`src/hwt_pkg.sv`:
```
// shared constants and carriers for the haptic waveform tuning bank
package hwt_pkg;

  localparam int REG_NUM = 6;

  // slots of the register array
  localparam int SLOT_NEG_SUS = 0;
  localparam int SLOT_BRAKE = 1;
  localparam int SLOT_RATED = 2;
  localparam int SLOT_LIMIT = 3;
  localparam int SLOT_COMP = 4;
  localparam int SLOT_BEMF = 5;

  // register index; byte address is four times the index
  localparam logic [7:0] IDX_NEG_SUSTAIN_TIME_OFFSET = 8'h1C;
  localparam logic [7:0] IDX_BRAKE_TIME_OFFSET = 8'h1D;
  localparam logic [7:0] IDX_FULL_SCALE_VOLTAGE_REF = 8'h1F;
  localparam logic [7:0] IDX_BOOST_VOLTAGE_LIMIT = 8'h20;
  localparam logic [7:0] IDX_LOSS_COMPENSATION_RESULT = 8'h21;
  localparam logic [7:0] IDX_BACKEMF_GAIN_RESULT = 8'h22;
  localparam logic [7:0] REG_IDX [REG_NUM] = '{
    IDX_NEG_SUSTAIN_TIME_OFFSET, IDX_BRAKE_TIME_OFFSET,
    IDX_FULL_SCALE_VOLTAGE_REF, IDX_BOOST_VOLTAGE_LIMIT,
    IDX_LOSS_COMPENSATION_RESULT, IDX_BACKEMF_GAIN_RESULT};

  localparam logic [7:0] RST_NEG_SUSTAIN_TIME_OFFSET = 8'h00;
  localparam logic [7:0] RST_BRAKE_TIME_OFFSET = 8'h00;
  localparam logic [7:0] RST_FULL_SCALE_VOLTAGE_REF = 8'h3F;
  localparam logic [7:0] RST_BOOST_VOLTAGE_LIMIT = 8'h89;
  localparam logic [7:0] RST_LOSS_COMPENSATION_RESULT = 8'h0D;
  localparam logic [7:0] RST_BACKEMF_GAIN_RESULT = 8'h6D;
  localparam logic [7:0] REG_RST [REG_NUM] = '{
    RST_NEG_SUSTAIN_TIME_OFFSET, RST_BRAKE_TIME_OFFSET,
    RST_FULL_SCALE_VOLTAGE_REF, RST_BOOST_VOLTAGE_LIMIT,
    RST_LOSS_COMPENSATION_RESULT, RST_BACKEMF_GAIN_RESULT};

  localparam logic [1:0] AXI_RESP_OKAY = 2'h0;
  localparam logic [1:0] AXI_RESP_SLVERR = 2'h2;
  localparam logic [15:0] DUR_MAX = 16'hFFFF;

  typedef enum logic [2:0] {
    SEG_OTHER = 3'b001,
    SEG_NEG_SUSTAIN = 3'b010,
    SEG_BRAKE = 3'b100
  } hwt_seg_kind_e;

  typedef enum logic [1:0] {
    WR_IDLE = 2'b01,
    WR_RESP = 2'b10
  } hwt_wr_state_e;

  // one library waveform segment offered for timing adjustment
  typedef struct packed {
    logic valid;
    logic signed [7:0] level;
    logic is_overdrive;
    logic [15:0] dur_ms;
  } hwt_seg_s;

  typedef struct packed {
    logic valid;
    hwt_seg_kind_e kind;
    logic [15:0] dur_ms;
  } hwt_seg_res_s;

  // closed-loop drive magnitude request
  typedef struct packed {
    logic valid;
    logic boost;
    logic [7:0] mag;
  } hwt_drv_s;

endpackage

```
`src/hwt_regs.sv`:
```
// haptic waveform tuning registers with segment timing and drive limiting
//
// Chosen here: the AXI4-Lite register port.
`timescale 1ns/100ps

module hwt_regs
  import hwt_pkg::*;
#(
  parameter int AXI_ADDR_W = 10,
  parameter int PERIOD_W = 8
) (
  // clock and reset
  input wire logic clk,
  input wire logic nrst,
  // axi4-lite write address and data
  input wire logic s_axi_awvalid,
  output logic s_axi_awready,
  input wire logic [AXI_ADDR_W-1:0] s_axi_awaddr,
  input wire logic [2:0] s_axi_awprot,
  input wire logic s_axi_wvalid,
  output logic s_axi_wready,
  input wire logic [31:0] s_axi_wdata,
  input wire logic [3:0] s_axi_wstrb,
  // axi4-lite write response
  output logic s_axi_bvalid,
  input wire logic s_axi_bready,
  output logic [1:0] s_axi_bresp,
  // axi4-lite read
  input wire logic s_axi_arvalid,
  output logic s_axi_arready,
  input wire logic [AXI_ADDR_W-1:0] s_axi_araddr,
  input wire logic [2:0] s_axi_arprot,
  output logic s_axi_rvalid,
  input wire logic s_axi_rready,
  output logic [31:0] s_axi_rdata,
  output logic [1:0] s_axi_rresp,
  // playback engine side
  input wire logic closed_loop,
  input wire logic [PERIOD_W-1:0] sample_step_period,
  input wire logic signed [7:0] wave_min_level,
  input wire hwt_seg_s seg_in,
  output hwt_seg_res_s seg_out,
  input wire hwt_drv_s drv_in,
  output logic drive_valid,
  output logic [7:0] drive_mag,
  output logic [7:0] feedback_gain,
  // calibration engine side
  input wire logic cal_done,
  input wire logic [7:0] cal_impedance,
  input wire logic [7:0] cal_bemf
);

  localparam int PROD_W = PERIOD_W + 9;
  localparam int SUM_W = PROD_W + 2;

  logic [7:0] regs_ff [REG_NUM];
  logic [AXI_ADDR_W-1:0] aw_addr_ff;
  logic aw_got_ff;
  logic [7:0] w_data_ff;
  logic w_lane0_ff;
  logic w_got_ff;
  hwt_wr_state_e wr_state_ff;
  logic wr_commit;
  logic [REG_NUM-1:0] wr_sel;
  logic [REG_NUM-1:0] rd_sel;
  logic [REG_NUM-1:0] cal_load;
  logic [7:0] cal_value [REG_NUM];
  logic bvalid_ff;
  logic [1:0] bresp_ff;
  logic rvalid_ff;
  logic [31:0] rdata_ff;
  logic [1:0] rresp_ff;
  logic [7:0] rd_byte;
  hwt_seg_res_s seg_out_ff;
  hwt_seg_kind_e nxt_kind;
  logic [15:0] nxt_dur;
  logic signed [7:0] sel_offset;
  logic signed [PROD_W-1:0] offset_ms;
  logic signed [SUM_W-1:0] dur_sum;
  logic drive_valid_ff;
  logic [7:0] drive_mag_ff;
  logic [7:0] nxt_mag;
  logic [7:0] mag_cap;
  logic [7:0] feedback_gain_ff;

  // one-hot register select, shared by read and write decode
  function automatic logic [REG_NUM-1:0] reg_select(
    input logic [AXI_ADDR_W-1:0] addr
  );
    logic [REG_NUM-1:0] sel;
    sel = '0;
    for (int i = 0; i < REG_NUM; i++) begin
      sel[i] = (addr[AXI_ADDR_W-1:2] == (AXI_ADDR_W-2)'(REG_IDX[i])) &&
               (addr[1:0] == 2'h0);
    end
    return sel;
  endfunction

  ////////////////////////////////////////////////////////////////////////
  // write channel

  assign s_axi_awready = (wr_state_ff == WR_IDLE) && !aw_got_ff;
  assign s_axi_wready = (wr_state_ff == WR_IDLE) && !w_got_ff;
  assign wr_commit = (wr_state_ff == WR_IDLE) && aw_got_ff && w_got_ff;
  assign wr_sel = reg_select(aw_addr_ff);

  always_ff @(posedge clk or negedge nrst) begin
    if (!nrst) begin
      aw_got_ff <= 1'b0;
      aw_addr_ff <= '0;
    end else if (s_axi_awvalid && s_axi_awready) begin
      aw_got_ff <= 1'b1;
      aw_addr_ff <= s_axi_awaddr;
    end else if (wr_commit) begin
      aw_got_ff <= 1'b0;
    end
  end

  always_ff @(posedge clk or negedge nrst) begin
    if (!nrst) begin
      w_got_ff <= 1'b0;
      w_data_ff <= 8'h00;
      w_lane0_ff <= 1'b0;
    end else if (s_axi_wvalid && s_axi_wready) begin
      w_got_ff <= 1'b1;
      w_data_ff <= s_axi_wdata[7:0];
      w_lane0_ff <= s_axi_wstrb[0];
    end else if (wr_commit) begin
      w_got_ff <= 1'b0;
    end
  end

  always_ff @(posedge clk or negedge nrst) begin
    if (!nrst) begin
      wr_state_ff <= WR_IDLE;
      bvalid_ff <= 1'b0;
      bresp_ff <= AXI_RESP_OKAY;
    end else begin
      case (wr_state_ff)
        WR_IDLE: begin
          if (wr_commit) begin
            wr_state_ff <= WR_RESP;
            bvalid_ff <= 1'b1;
            bresp_ff <= (|wr_sel) ? AXI_RESP_OKAY : AXI_RESP_SLVERR;
          end
        end
        WR_RESP: begin
          if (s_axi_bready) begin
            wr_state_ff <= WR_IDLE;
            bvalid_ff <= 1'b0;
          end
        end
        default: begin
          wr_state_ff <= WR_IDLE;
          bvalid_ff <= 1'b0;
        end
      endcase
    end
  end

  assign s_axi_bvalid = bvalid_ff;
  assign s_axi_bresp = bresp_ff;

  ////////////////////////////////////////////////////////////////////////
  // register storage

  // loss compensation follows the measured impedance directly
  always_comb begin
    cal_load = '0;
    for (int i = 0; i < REG_NUM; i++) begin
      cal_value[i] = 8'h00;
    end
    cal_load[SLOT_COMP] = cal_done;
    cal_value[SLOT_COMP] = cal_impedance;
    cal_load[SLOT_BEMF] = cal_done;
    cal_value[SLOT_BEMF] = cal_bemf;
  end

  // calibration wins over a software write landing in the same cycle
  for (genvar g = 0; g < REG_NUM; g++) begin : g_reg
    always_ff @(posedge clk or negedge nrst) begin
      if (!nrst) begin
        regs_ff[g] <= REG_RST[g];
      end else if (cal_load[g]) begin
        regs_ff[g] <= cal_value[g];
      end else if (wr_commit && wr_sel[g] && w_lane0_ff) begin
        regs_ff[g] <= w_data_ff;
      end
    end
  end

  reg_store_a: assert property (@(posedge clk) disable iff (!nrst)
    wr_commit && w_lane0_ff && wr_sel[SLOT_LIMIT] |=>
      regs_ff[SLOT_LIMIT] == $past(w_data_ff))
    else $error("limit register did not take written byte");

  cal_result_a: assert property (@(posedge clk) disable iff (!nrst)
    cal_done |=> regs_ff[SLOT_COMP] == $past(cal_impedance) &&
      regs_ff[SLOT_BEMF] == $past(cal_bemf))
    else $error("calibration results not stored");

  ////////////////////////////////////////////////////////////////////////
  // read channel

  assign rd_sel = reg_select(s_axi_araddr);
  assign s_axi_arready = !rvalid_ff;

  always_comb begin
    rd_byte = 8'h00;
    for (int i = 0; i < REG_NUM; i++) begin
      if (rd_sel[i]) begin
        rd_byte = regs_ff[i];
      end
    end
  end

  always_ff @(posedge clk or negedge nrst) begin
    if (!nrst) begin
      rvalid_ff <= 1'b0;
      rdata_ff <= 32'h0000_0000;
      rresp_ff <= AXI_RESP_OKAY;
    end else if (s_axi_arvalid && s_axi_arready) begin
      rvalid_ff <= 1'b1;
      rdata_ff <= {24'h00_0000, rd_byte};
      rresp_ff <= (|rd_sel) ? AXI_RESP_OKAY : AXI_RESP_SLVERR;
    end else if (s_axi_rready) begin
      rvalid_ff <= 1'b0;
    end
  end

  assign s_axi_rvalid = rvalid_ff;
  assign s_axi_rdata = rdata_ff;
  assign s_axi_rresp = rresp_ff;

  rd_hold_a: assert property (@(posedge clk) disable iff (!nrst)
    rvalid_ff && !s_axi_rready |=> rvalid_ff && $stable(rdata_ff))
    else $error("read data dropped before accept");

  wr_resp_a: assert property (@(posedge clk) disable iff (!nrst)
    wr_commit |=> bvalid_ff ##0 (wr_state_ff == WR_RESP))
    else $error("write response missing after commit");

  ////////////////////////////////////////////////////////////////////////
  // segment timing adjustment

  // brake takes precedence: the lowest level is also a negative level
  always_comb begin
    nxt_kind = SEG_OTHER;
    sel_offset = 8'sh00;
    if (!seg_in.is_overdrive && seg_in.level < 0) begin
      if (seg_in.level == wave_min_level) begin
        nxt_kind = SEG_BRAKE;
        // closed loop brakes on its own
        if (!closed_loop) begin
          sel_offset = signed'(regs_ff[SLOT_BRAKE]);
        end
      end else begin
        nxt_kind = SEG_NEG_SUSTAIN;
        sel_offset = signed'(regs_ff[SLOT_NEG_SUS]);
      end
    end
  end

  // widen both factors first so the full product survives
  assign offset_ms = signed'(PROD_W'(sel_offset)) *
                     signed'(PROD_W'({1'b0, sample_step_period}));
  assign dur_sum = signed'(SUM_W'({1'b0, seg_in.dur_ms})) +
                   SUM_W'(offset_ms);

  // a segment can shrink to nothing but never goes negative
  always_comb begin
    if (dur_sum < 0) begin
      nxt_dur = 16'h0000;
    end else if (dur_sum > signed'(SUM_W'({1'b0, DUR_MAX}))) begin
      nxt_dur = DUR_MAX;
    end else begin
      nxt_dur = dur_sum[15:0];
    end
  end

  always_ff @(posedge clk or negedge nrst) begin
    if (!nrst) begin
      seg_out_ff <= '{valid: 1'b0, kind: SEG_OTHER, dur_ms: 16'h0000};
    end else begin
      seg_out_ff.valid <= seg_in.valid;
      if (seg_in.valid) begin
        seg_out_ff.kind <= nxt_kind;
        seg_out_ff.dur_ms <= nxt_dur;
      end
    end
  end

  assign seg_out = seg_out_ff;

  neg_sus_kind_a: assert property (@(posedge clk) disable iff (!nrst)
    seg_in.valid && seg_in.level < 0 && !seg_in.is_overdrive &&
      seg_in.level != wave_min_level |=> seg_out_ff.kind == SEG_NEG_SUSTAIN)
    else $error("negative level not classed as sustain");

  od_kind_a: assert property (@(posedge clk) disable iff (!nrst)
    seg_in.valid && seg_in.is_overdrive |=> seg_out_ff.kind == SEG_OTHER)
    else $error("overdrive segment misclassified");

  brake_closed_a: assert property (@(posedge clk) disable iff (!nrst)
    seg_in.valid && closed_loop && !seg_in.is_overdrive &&
      seg_in.level < 0 && seg_in.level == wave_min_level |=>
      seg_out_ff.kind == SEG_BRAKE && seg_out_ff.dur_ms == $past(seg_in.dur_ms))
    else $error("brake offset applied in closed loop");

  sus_lengthen_a: assert property (@(posedge clk) disable iff (!nrst)
    seg_in.valid && nxt_kind == SEG_NEG_SUSTAIN &&
      regs_ff[SLOT_NEG_SUS] == 8'h01 && seg_in.dur_ms < 16'hFF00 |=>
      seg_out_ff.dur_ms == $past(seg_in.dur_ms) +
        16'($past(sample_step_period)))
    else $error("sustain offset of one step not applied");

  ////////////////////////////////////////////////////////////////////////
  // closed-loop drive limiting

  // boost periods may rise above rated, up to the limit register
  always_comb begin
    mag_cap = drv_in.boost ? regs_ff[SLOT_LIMIT] : regs_ff[SLOT_RATED];
    nxt_mag = drv_in.mag;
    if (closed_loop && drv_in.mag > mag_cap) begin
      nxt_mag = mag_cap;
    end
  end

  always_ff @(posedge clk or negedge nrst) begin
    if (!nrst) begin
      drive_valid_ff <= 1'b0;
      drive_mag_ff <= 8'h00;
    end else begin
      drive_valid_ff <= drv_in.valid;
      if (drv_in.valid) begin
        drive_mag_ff <= nxt_mag;
      end
    end
  end

  always_ff @(posedge clk or negedge nrst) begin
    if (!nrst) begin
      feedback_gain_ff <= RST_BACKEMF_GAIN_RESULT;
    end else begin
      feedback_gain_ff <= regs_ff[SLOT_BEMF];
    end
  end

  assign drive_valid = drive_valid_ff;
  assign drive_mag = drive_mag_ff;
  assign feedback_gain = feedback_gain_ff;

  rated_cap_a: assert property (@(posedge clk) disable iff (!nrst)
    drv_in.valid && closed_loop && !drv_in.boost ##1
      $stable(regs_ff[SLOT_RATED]) |->
      drive_mag_ff <= regs_ff[SLOT_RATED])
    else $error("drive above rated outside boost");

  boost_cap_a: assert property (@(posedge clk) disable iff (!nrst)
    drv_in.valid && closed_loop && drv_in.boost |=>
      drive_mag_ff == (($past(drv_in.mag) > $past(regs_ff[SLOT_LIMIT])) ?
        $past(regs_ff[SLOT_LIMIT]) : $past(drv_in.mag)))
    else $error("boost drive not limited to clamp");

  fb_gain_a: assert property (@(posedge clk) disable iff (!nrst)
    cal_done |-> ##2 feedback_gain_ff == $past(cal_bemf, 2))
    else $error("feedback gain does not follow calibration");

endmodule

```
`config.mk`:
```
export PLATFORM = sky130hd
export DESIGN_NAME = hwt_regs
export DESIGN_NICKNAME = d
export VERILOG_FILES = /design/src/hwt_pkg.sv /design/src/hwt_regs.sv
export SDC_FILE = /design/constraint.sdc
export NUM_CORES = 1
export LEC_CHECK = 0
export ABC_AREA = 1
export BUFFER_PORTS_ARGS = -buffer_cell sky130_fd_sc_hd__clkbuf_2
export CAP_MARGIN = 20
export CORE_MARGIN = 2
export CORE_UTILIZATION = 55
export DETAILED_ROUTE_END_ITERATION = 10
export PLACE_DENSITY = 0.82
export SYNTH_ARGS = -nofsm -noshare
export SYNTH_HDL_FRONTEND = slang
export SYNTH_SLANG_ARGS = --single-unit
```
`constraint.sdc`:
```
create_clock -name clk -period 6.82 [get_ports clk]
set_clock_uncertainty 0.05 [all_clocks]
set_input_delay 1.364 -clock clk [delete_from_list [all_inputs] [get_ports clk]]
set_output_delay 1.364 -clock clk [all_outputs]
set_load 0.02 [all_outputs]
```
==> metrics, run 1 <==
status=finished clean; Die H=132 um; Critical Path Fanout Max=16; CTS H-tree depth=4; num rows=46; Avg Cell Area, Syn=7.91 um^2; FF+latch count, synth=119; worst slew pin tran=883 ps; Bufs on Longest Clock Path=2; Final Non-Filler Cells=1565; pin count of the biggest net entering global routing=73; global route overflow=0; Slowest cell on crit path=fa_1; CTS root buf=clkbuf_16; first-pass GRT wire length=36.8 mm; number of global-route vias before repair=7663; fin area=0.0108 mm^2; Core Box Area=0.0159 mm^2; total number of vias=7980; Clk Latency, worst-skew pair=420 ps; Initial Util=56.5%; worst vdd ir=257 uV; Critical Path Most Common Cell=nand2_1; Synth area leader=dfrtp_1; pwr dens=224 mW/mm^2; DRT antenna net count=0; routed vias/inst=5.10; crit path DAT=6700 ps; GP Congestion=0.931; Placed Cells=1533; CP required=7060 ps; hold_buf cts=0; kind of critical path=primary input to flip-flop; post_cts resized=0; IO Pins=217; Hold EP=feedback_gain[0]$_DFF_PN1_; R2R cell count=26; Die X=132 um; 1st-iter DRT viols=710; Layout Nets=1586; clock sinks=119; Synth cell types=46; asr flop ratio synth=100%; CTS tree=done; drt total wl=22.4 mm; Hold/Removal Path Class=flip-flop to flip-flop; HP Start=regs_ff[0]$_DFFE_PN1P_; CTS Buf Count=17; sum of negative setup slack=0 ps; Mapped Area=0.00901 mm^2; Area contributors post-synth=dfrtp_1 26%, nand2_1 13%, fa_1 12%; RSZ-0062 raised after global routing=no; Port Buf Inserts=157; Yosys top cell area share=26.4%; post-synthesis cell count=1139; normalized max-slew margin=41.2%; Worst setup EP type=flip-flop; initial antenna violation count=0; EDFF count, synth=0; Die ar.=0.0174 mm^2; Fin. Hold Viols=0; Pre-antenna DRT Iters=5; Max stage delay on crit path=550 ps; Syn-to-layout area delta=20.1%; wire per inst=14.3 um; Setup-failing EPs final=0; reg2reg end=seg_out[1]$_DFFE_PN0P_; layout cell share with drive strength beyond 1=23.2%; yosys warns=0; MaxCap Viol Count=0; reg2reg setup slack=1530 ps; sequential cell area fraction in the yosys report=33.4%; Cell Area, Placed=0.0102 mm^2; period utilisation layout=94.8%; leak pwr=0.00595 uW; Worst Hold Depth=0; top achievable clock speed=0.155 GHz; startpoint types=primary input; n_diodes=0; final critical-path required period=6460 ps; top_reg_cell synth=dfrtp_1; Crit Reg-Reg Startpoint=regs_ff[33]$_DFFE_PN0P_; GRT Util Overall=26.5%; Final Max Slew Viols=0; postcts setup bufs=0; Worst-path clk slew=60 ps; post-DP HPWL=17.4 mm; DRC=0
[worst max-delay path: cells and delay by family]
| kind | cells | cell delay (ps) |
|---|---|---|
| and+or+nand+nor | 17 | 1650 |
| adders and majority gates | 6 | 2900 |
| AOI/OAI and AO/OA | 2 | 240 |
| buffers and inverters | 6 | 540 |
[state kept, by name, summed over array words and instances (netlist names), 2 cells and up]
register       count
w_data_ff          8
feedback_gain      8
seg_out           20
drive_mag          8
wr_state_ff        2
s_axi_rdata        8
regs_ff           48
aw_addr_ff        10
[layout make-up]
class                   count  area (um^2)
clock inverters            13          148
multi-input cells         806         5130
inverters                 195          732
clock buffers              19          433
well taps                 216          270
fillers                  1282         5120
repair buffers            197         1100
flip-flops and latches    119         3010
[how the worst max path moves through the flow]
stage                     slack, ps                      end               from
after global routing             50   seg_out[1]$_DFFE_PN0P_         seg_in[22]
after floorplan                 360  seg_out[10]$_DFFE_PN0P_         seg_in[22]
after global placement         -170   seg_out[0]$_DFFE_PN0P_  wave_min_level[3]
final                           360   seg_out[1]$_DFFE_PN0P_  wave_min_level[5]
after detailed placement       -260   seg_out[4]$_DFFE_PN0P_  wave_min_level[3]
after CTS                       180   seg_out[1]$_DFFE_PN0P_  wave_min_level[2]
[Yosys cell counts, types with 9 or more instances]
| cell type | n |
|---|---|
| dfstp_2 | 24 |
| nor2_1 | 97 |
| ha_1 | 59 |
| dfrtp_1 | 95 |
| o21ai_0 | 67 |
| o21ai_1 | 15 |
| nand3_1 | 43 |
| buf_4 | 27 |
| inv_1 | 188 |
| nand4_1 | 11 |
| clkbuf_1 | 10 |
| a21oi_1 | 39 |
| nand2_2 | 9 |
| nor2_2 | 14 |
| xnor2_1 | 9 |
| fa_1 | 52 |
| nand2_1 | 309 |
[logic make-up after synthesis]
family / synth area share [%]
buf+inv: 11.3
mux: 1.33
flops: 33.4
fa+ha+maj: 19.7
other cells: 0.0416
compound gates: 7.60
xor+xnor: 1.26
simple gates: 25.3
[metrics by stage]
stage / setup WS, ps / hold WS, ps / util, % / total power [uW]
3_5_place_dp: -259 / 307 / 63.9 / 1540
4_1_cts: 181 / 314 / 67.5 / 2430
3_3_place_gp: -165 / 305 / 63.9 / 1520
2_1_floorplan: 357 / 304 / - / 1340
5_1_grt: 45.1 / 315 / 67.9 / 2550
6_report: 357 / 312 / 67.9 / 2430
[placed cells by master (no fill, tap or decap), drive strengths merged]
master and instances:
inv 196, nand3 49, bufinv 2, o311ai 3, a21oi 41, mux2 8, clkinvlp 4, and2 2
fa 52, ha 59, nor2 115, nor3 9, clkbuf 175, buf 41, nand3b 3, o21ai 82
or2 2, a31oi 1, nand2 318, dfrtp 95, o21a 1, mux2i 3, nor4 3, xor2 4
o31ai 1, o21bai 1, clkinv 6, conb 26, nand4 14, dfstp 24, xnor2 9
[report_power, final]
part	switching, uW	total, uW	internal [uW]
clock network	334	874	540
logic	425	628	203
registers	77.8	924	846
[metal layers]
layer | up-vias | wire, um | track usage (%)
met5 | - | 0 | 0
met4 | 0 | 333 | 6.58
met3 | 26 | 1640 | 5.61
met2 | 297 | 10700 | 43.6
met1 | 3765 | 9710 | 35.9
li1 | 3892 | - | -
Note: power is estimated with default switching activity, not from simulation.
==> inputs of run 2 (changes only) <==
CORE_UTILIZATION = 30   (was 55)
PLACE_DENSITY = unset   (was 0.82)
==> run 2 against run 1 <==
Total power increased by 1.7%. Highest routed layer unchanged. Clock-buffer cell count is 1 lower. Largest cell class unchanged. Sequential share of layout area is 0.88 points lower. Hold slack improved by 2.9 ps.
==> metrics, run 2 (synthesis gave the netlist of run 1 again) <==
MaxCap Viol Count=0; Setup-failing EPs final=0; Die X=177 um; pre-CTS WS=-235 ps; max reg flops=48; period utilisation layout=94.7%; worst vdd ir=239 uV; Top delay family on crit path=adder cells; post-DP HPWL=19.1 mm; WP buf/inv=8; Initial Util=30.4%; CTS tree=done; n_diodes=0; CTS Buf Count=17; Layout Nets=1601; Final Non-Filler Cells=1754; status=finished clean; GP Congestion=0.869; Hold/Removal Path Class=flip-flop to flip-flop; startpoint types=primary input; top achievable clock speed=0.155 GHz; reg2reg end=seg_out[2]$_DFFE_PN0P_; Cell Area, Placed=0.0105 mm^2; num rows=63; layout cell share with drive strength beyond 1=24.1%; leak pwr=0.00604 uW; Hold EP=feedback_gain[5]$_DFF_PN1_; DRC=0; most frequent standard cell in the layout excluding fill and tap cells=nand2_1; leading cell types in the layout, fill and taps excluded=309 x nand2_1, 188 x inv_1, 156 x clkbuf_2; HP Start=regs_ff[5]$_DFFE_PN1P_; crit path DAT=6700 ps; Fin. Hold Viols=0; initial antenna violation count=0; Die H=177 um; Worst Hold Depth=0; pin count of the biggest net entering global routing=81; IO Pins=217; Worst-path clk slew=60 ps; Port Buf Inserts=157; worst setup margin=359 ps; RSZ-0062 raised after global routing=no; sum of negative setup slack=0 ps; Bufs on Longest Clock Path=2; Largest Register=regs_ff; Crit Reg-Reg Startpoint=regs_ff[34]$_DFFE_PN0P_; final critical-path required period=6460 ps; Pre-antenna DRT Iters=6; R2R cell count=26; Final Max Slew Viols=0; CP required=7060 ps; Critical Path Most Common Cell=nand2_1; normalized max-slew margin=55.3%; drt total wl=23.7 mm; 1st-iter DRT viols=433; number of global-route vias before repair=7514; fin area=0.0112 mm^2; Core Box Area=0.0296 mm^2; Critical Path Fanout Max=16; DRT antenna net count=0; GRT Util Overall=15.3%; CTS root buf=clkbuf_16; Slowest cell on crit path=fa_1; routed vias/inst=4.45; Max stage delay on crit path=580 ps; pwr dens=221 mW/mm^2; Placed Cells=1720; kind of critical path=primary input to flip-flop; Clk Latency, worst-skew pair=420 ps; first-pass GRT wire length=37.6 mm; Syn-to-layout area delta=24.0%; CTS H-tree depth=4; total number of vias=7812; reg2reg setup slack=1610 ps; worst slew pin tran=669 ps; total power=2470 uW; wire per inst=13.5 um; clock sinks=119; Worst setup EP type=flip-flop; Die ar.=0.0314 mm^2; global route overflow=0
run 2: what timing repair did:
action,4_1_cts,5_1_grt
endpoints found under the setup margin,0,16
setup buffers,0,1
hold buffers,0,0
resized for setup,0,7
run 2: routing by layer:
| metal | GRT usage (%) | share of wire [%] |
|---|---|---|
| met1 | 20.8 | 45 |
| met2 | 24.8 | 48 |
| met3 | 2.44 | 5.0 |
| met4 | 5.36 | 1.9 |
| met5 | 0 | 0 |
run 2: final cells by class:
type	instances	area, um^2
clock buffers	18	439
clock inverters	14	163
fillers	3149	18500
inverters	195	732
multi-input cells	806	5110
flip-flops and latches	119	3010
well taps	390	488
repair buffers	212	1230
run 2: where the power goes:
group          internal, uW  switching [uW]
Clock                   559             363
Combinational           207             417
Sequential              846            76.8
run 2: worst max-delay path by stage:
stage	startpoint	end	slack, ps	depth (start not counted)
finish	seg_in[22]	seg_out[2]$_DFFE_PN0P_	360	33
global route	seg_in[22]	seg_out[1]$_DFFE_PN0P_	0.5	35
CTS	seg_in[22]	seg_out[2]$_DFFE_PN0P_	150	33
detailed placement	seg_in[22]	seg_out[4]$_DFFE_PN0P_	-230	33
global placement	seg_in[22]	seg_out[0]$_DFFE_PN0P_	-210	33
floorplan	seg_in[22]	seg_out[10]$_DFFE_PN0P_	360	30
run 2: metrics by stage:
step	hold WS [ps]	utilization, %
after floorplan	304	-
after global routing	319	37.7
after detailed placement	307	35.4
after global placement	308	35.4
after CTS	316	37.5
final	315	37.7
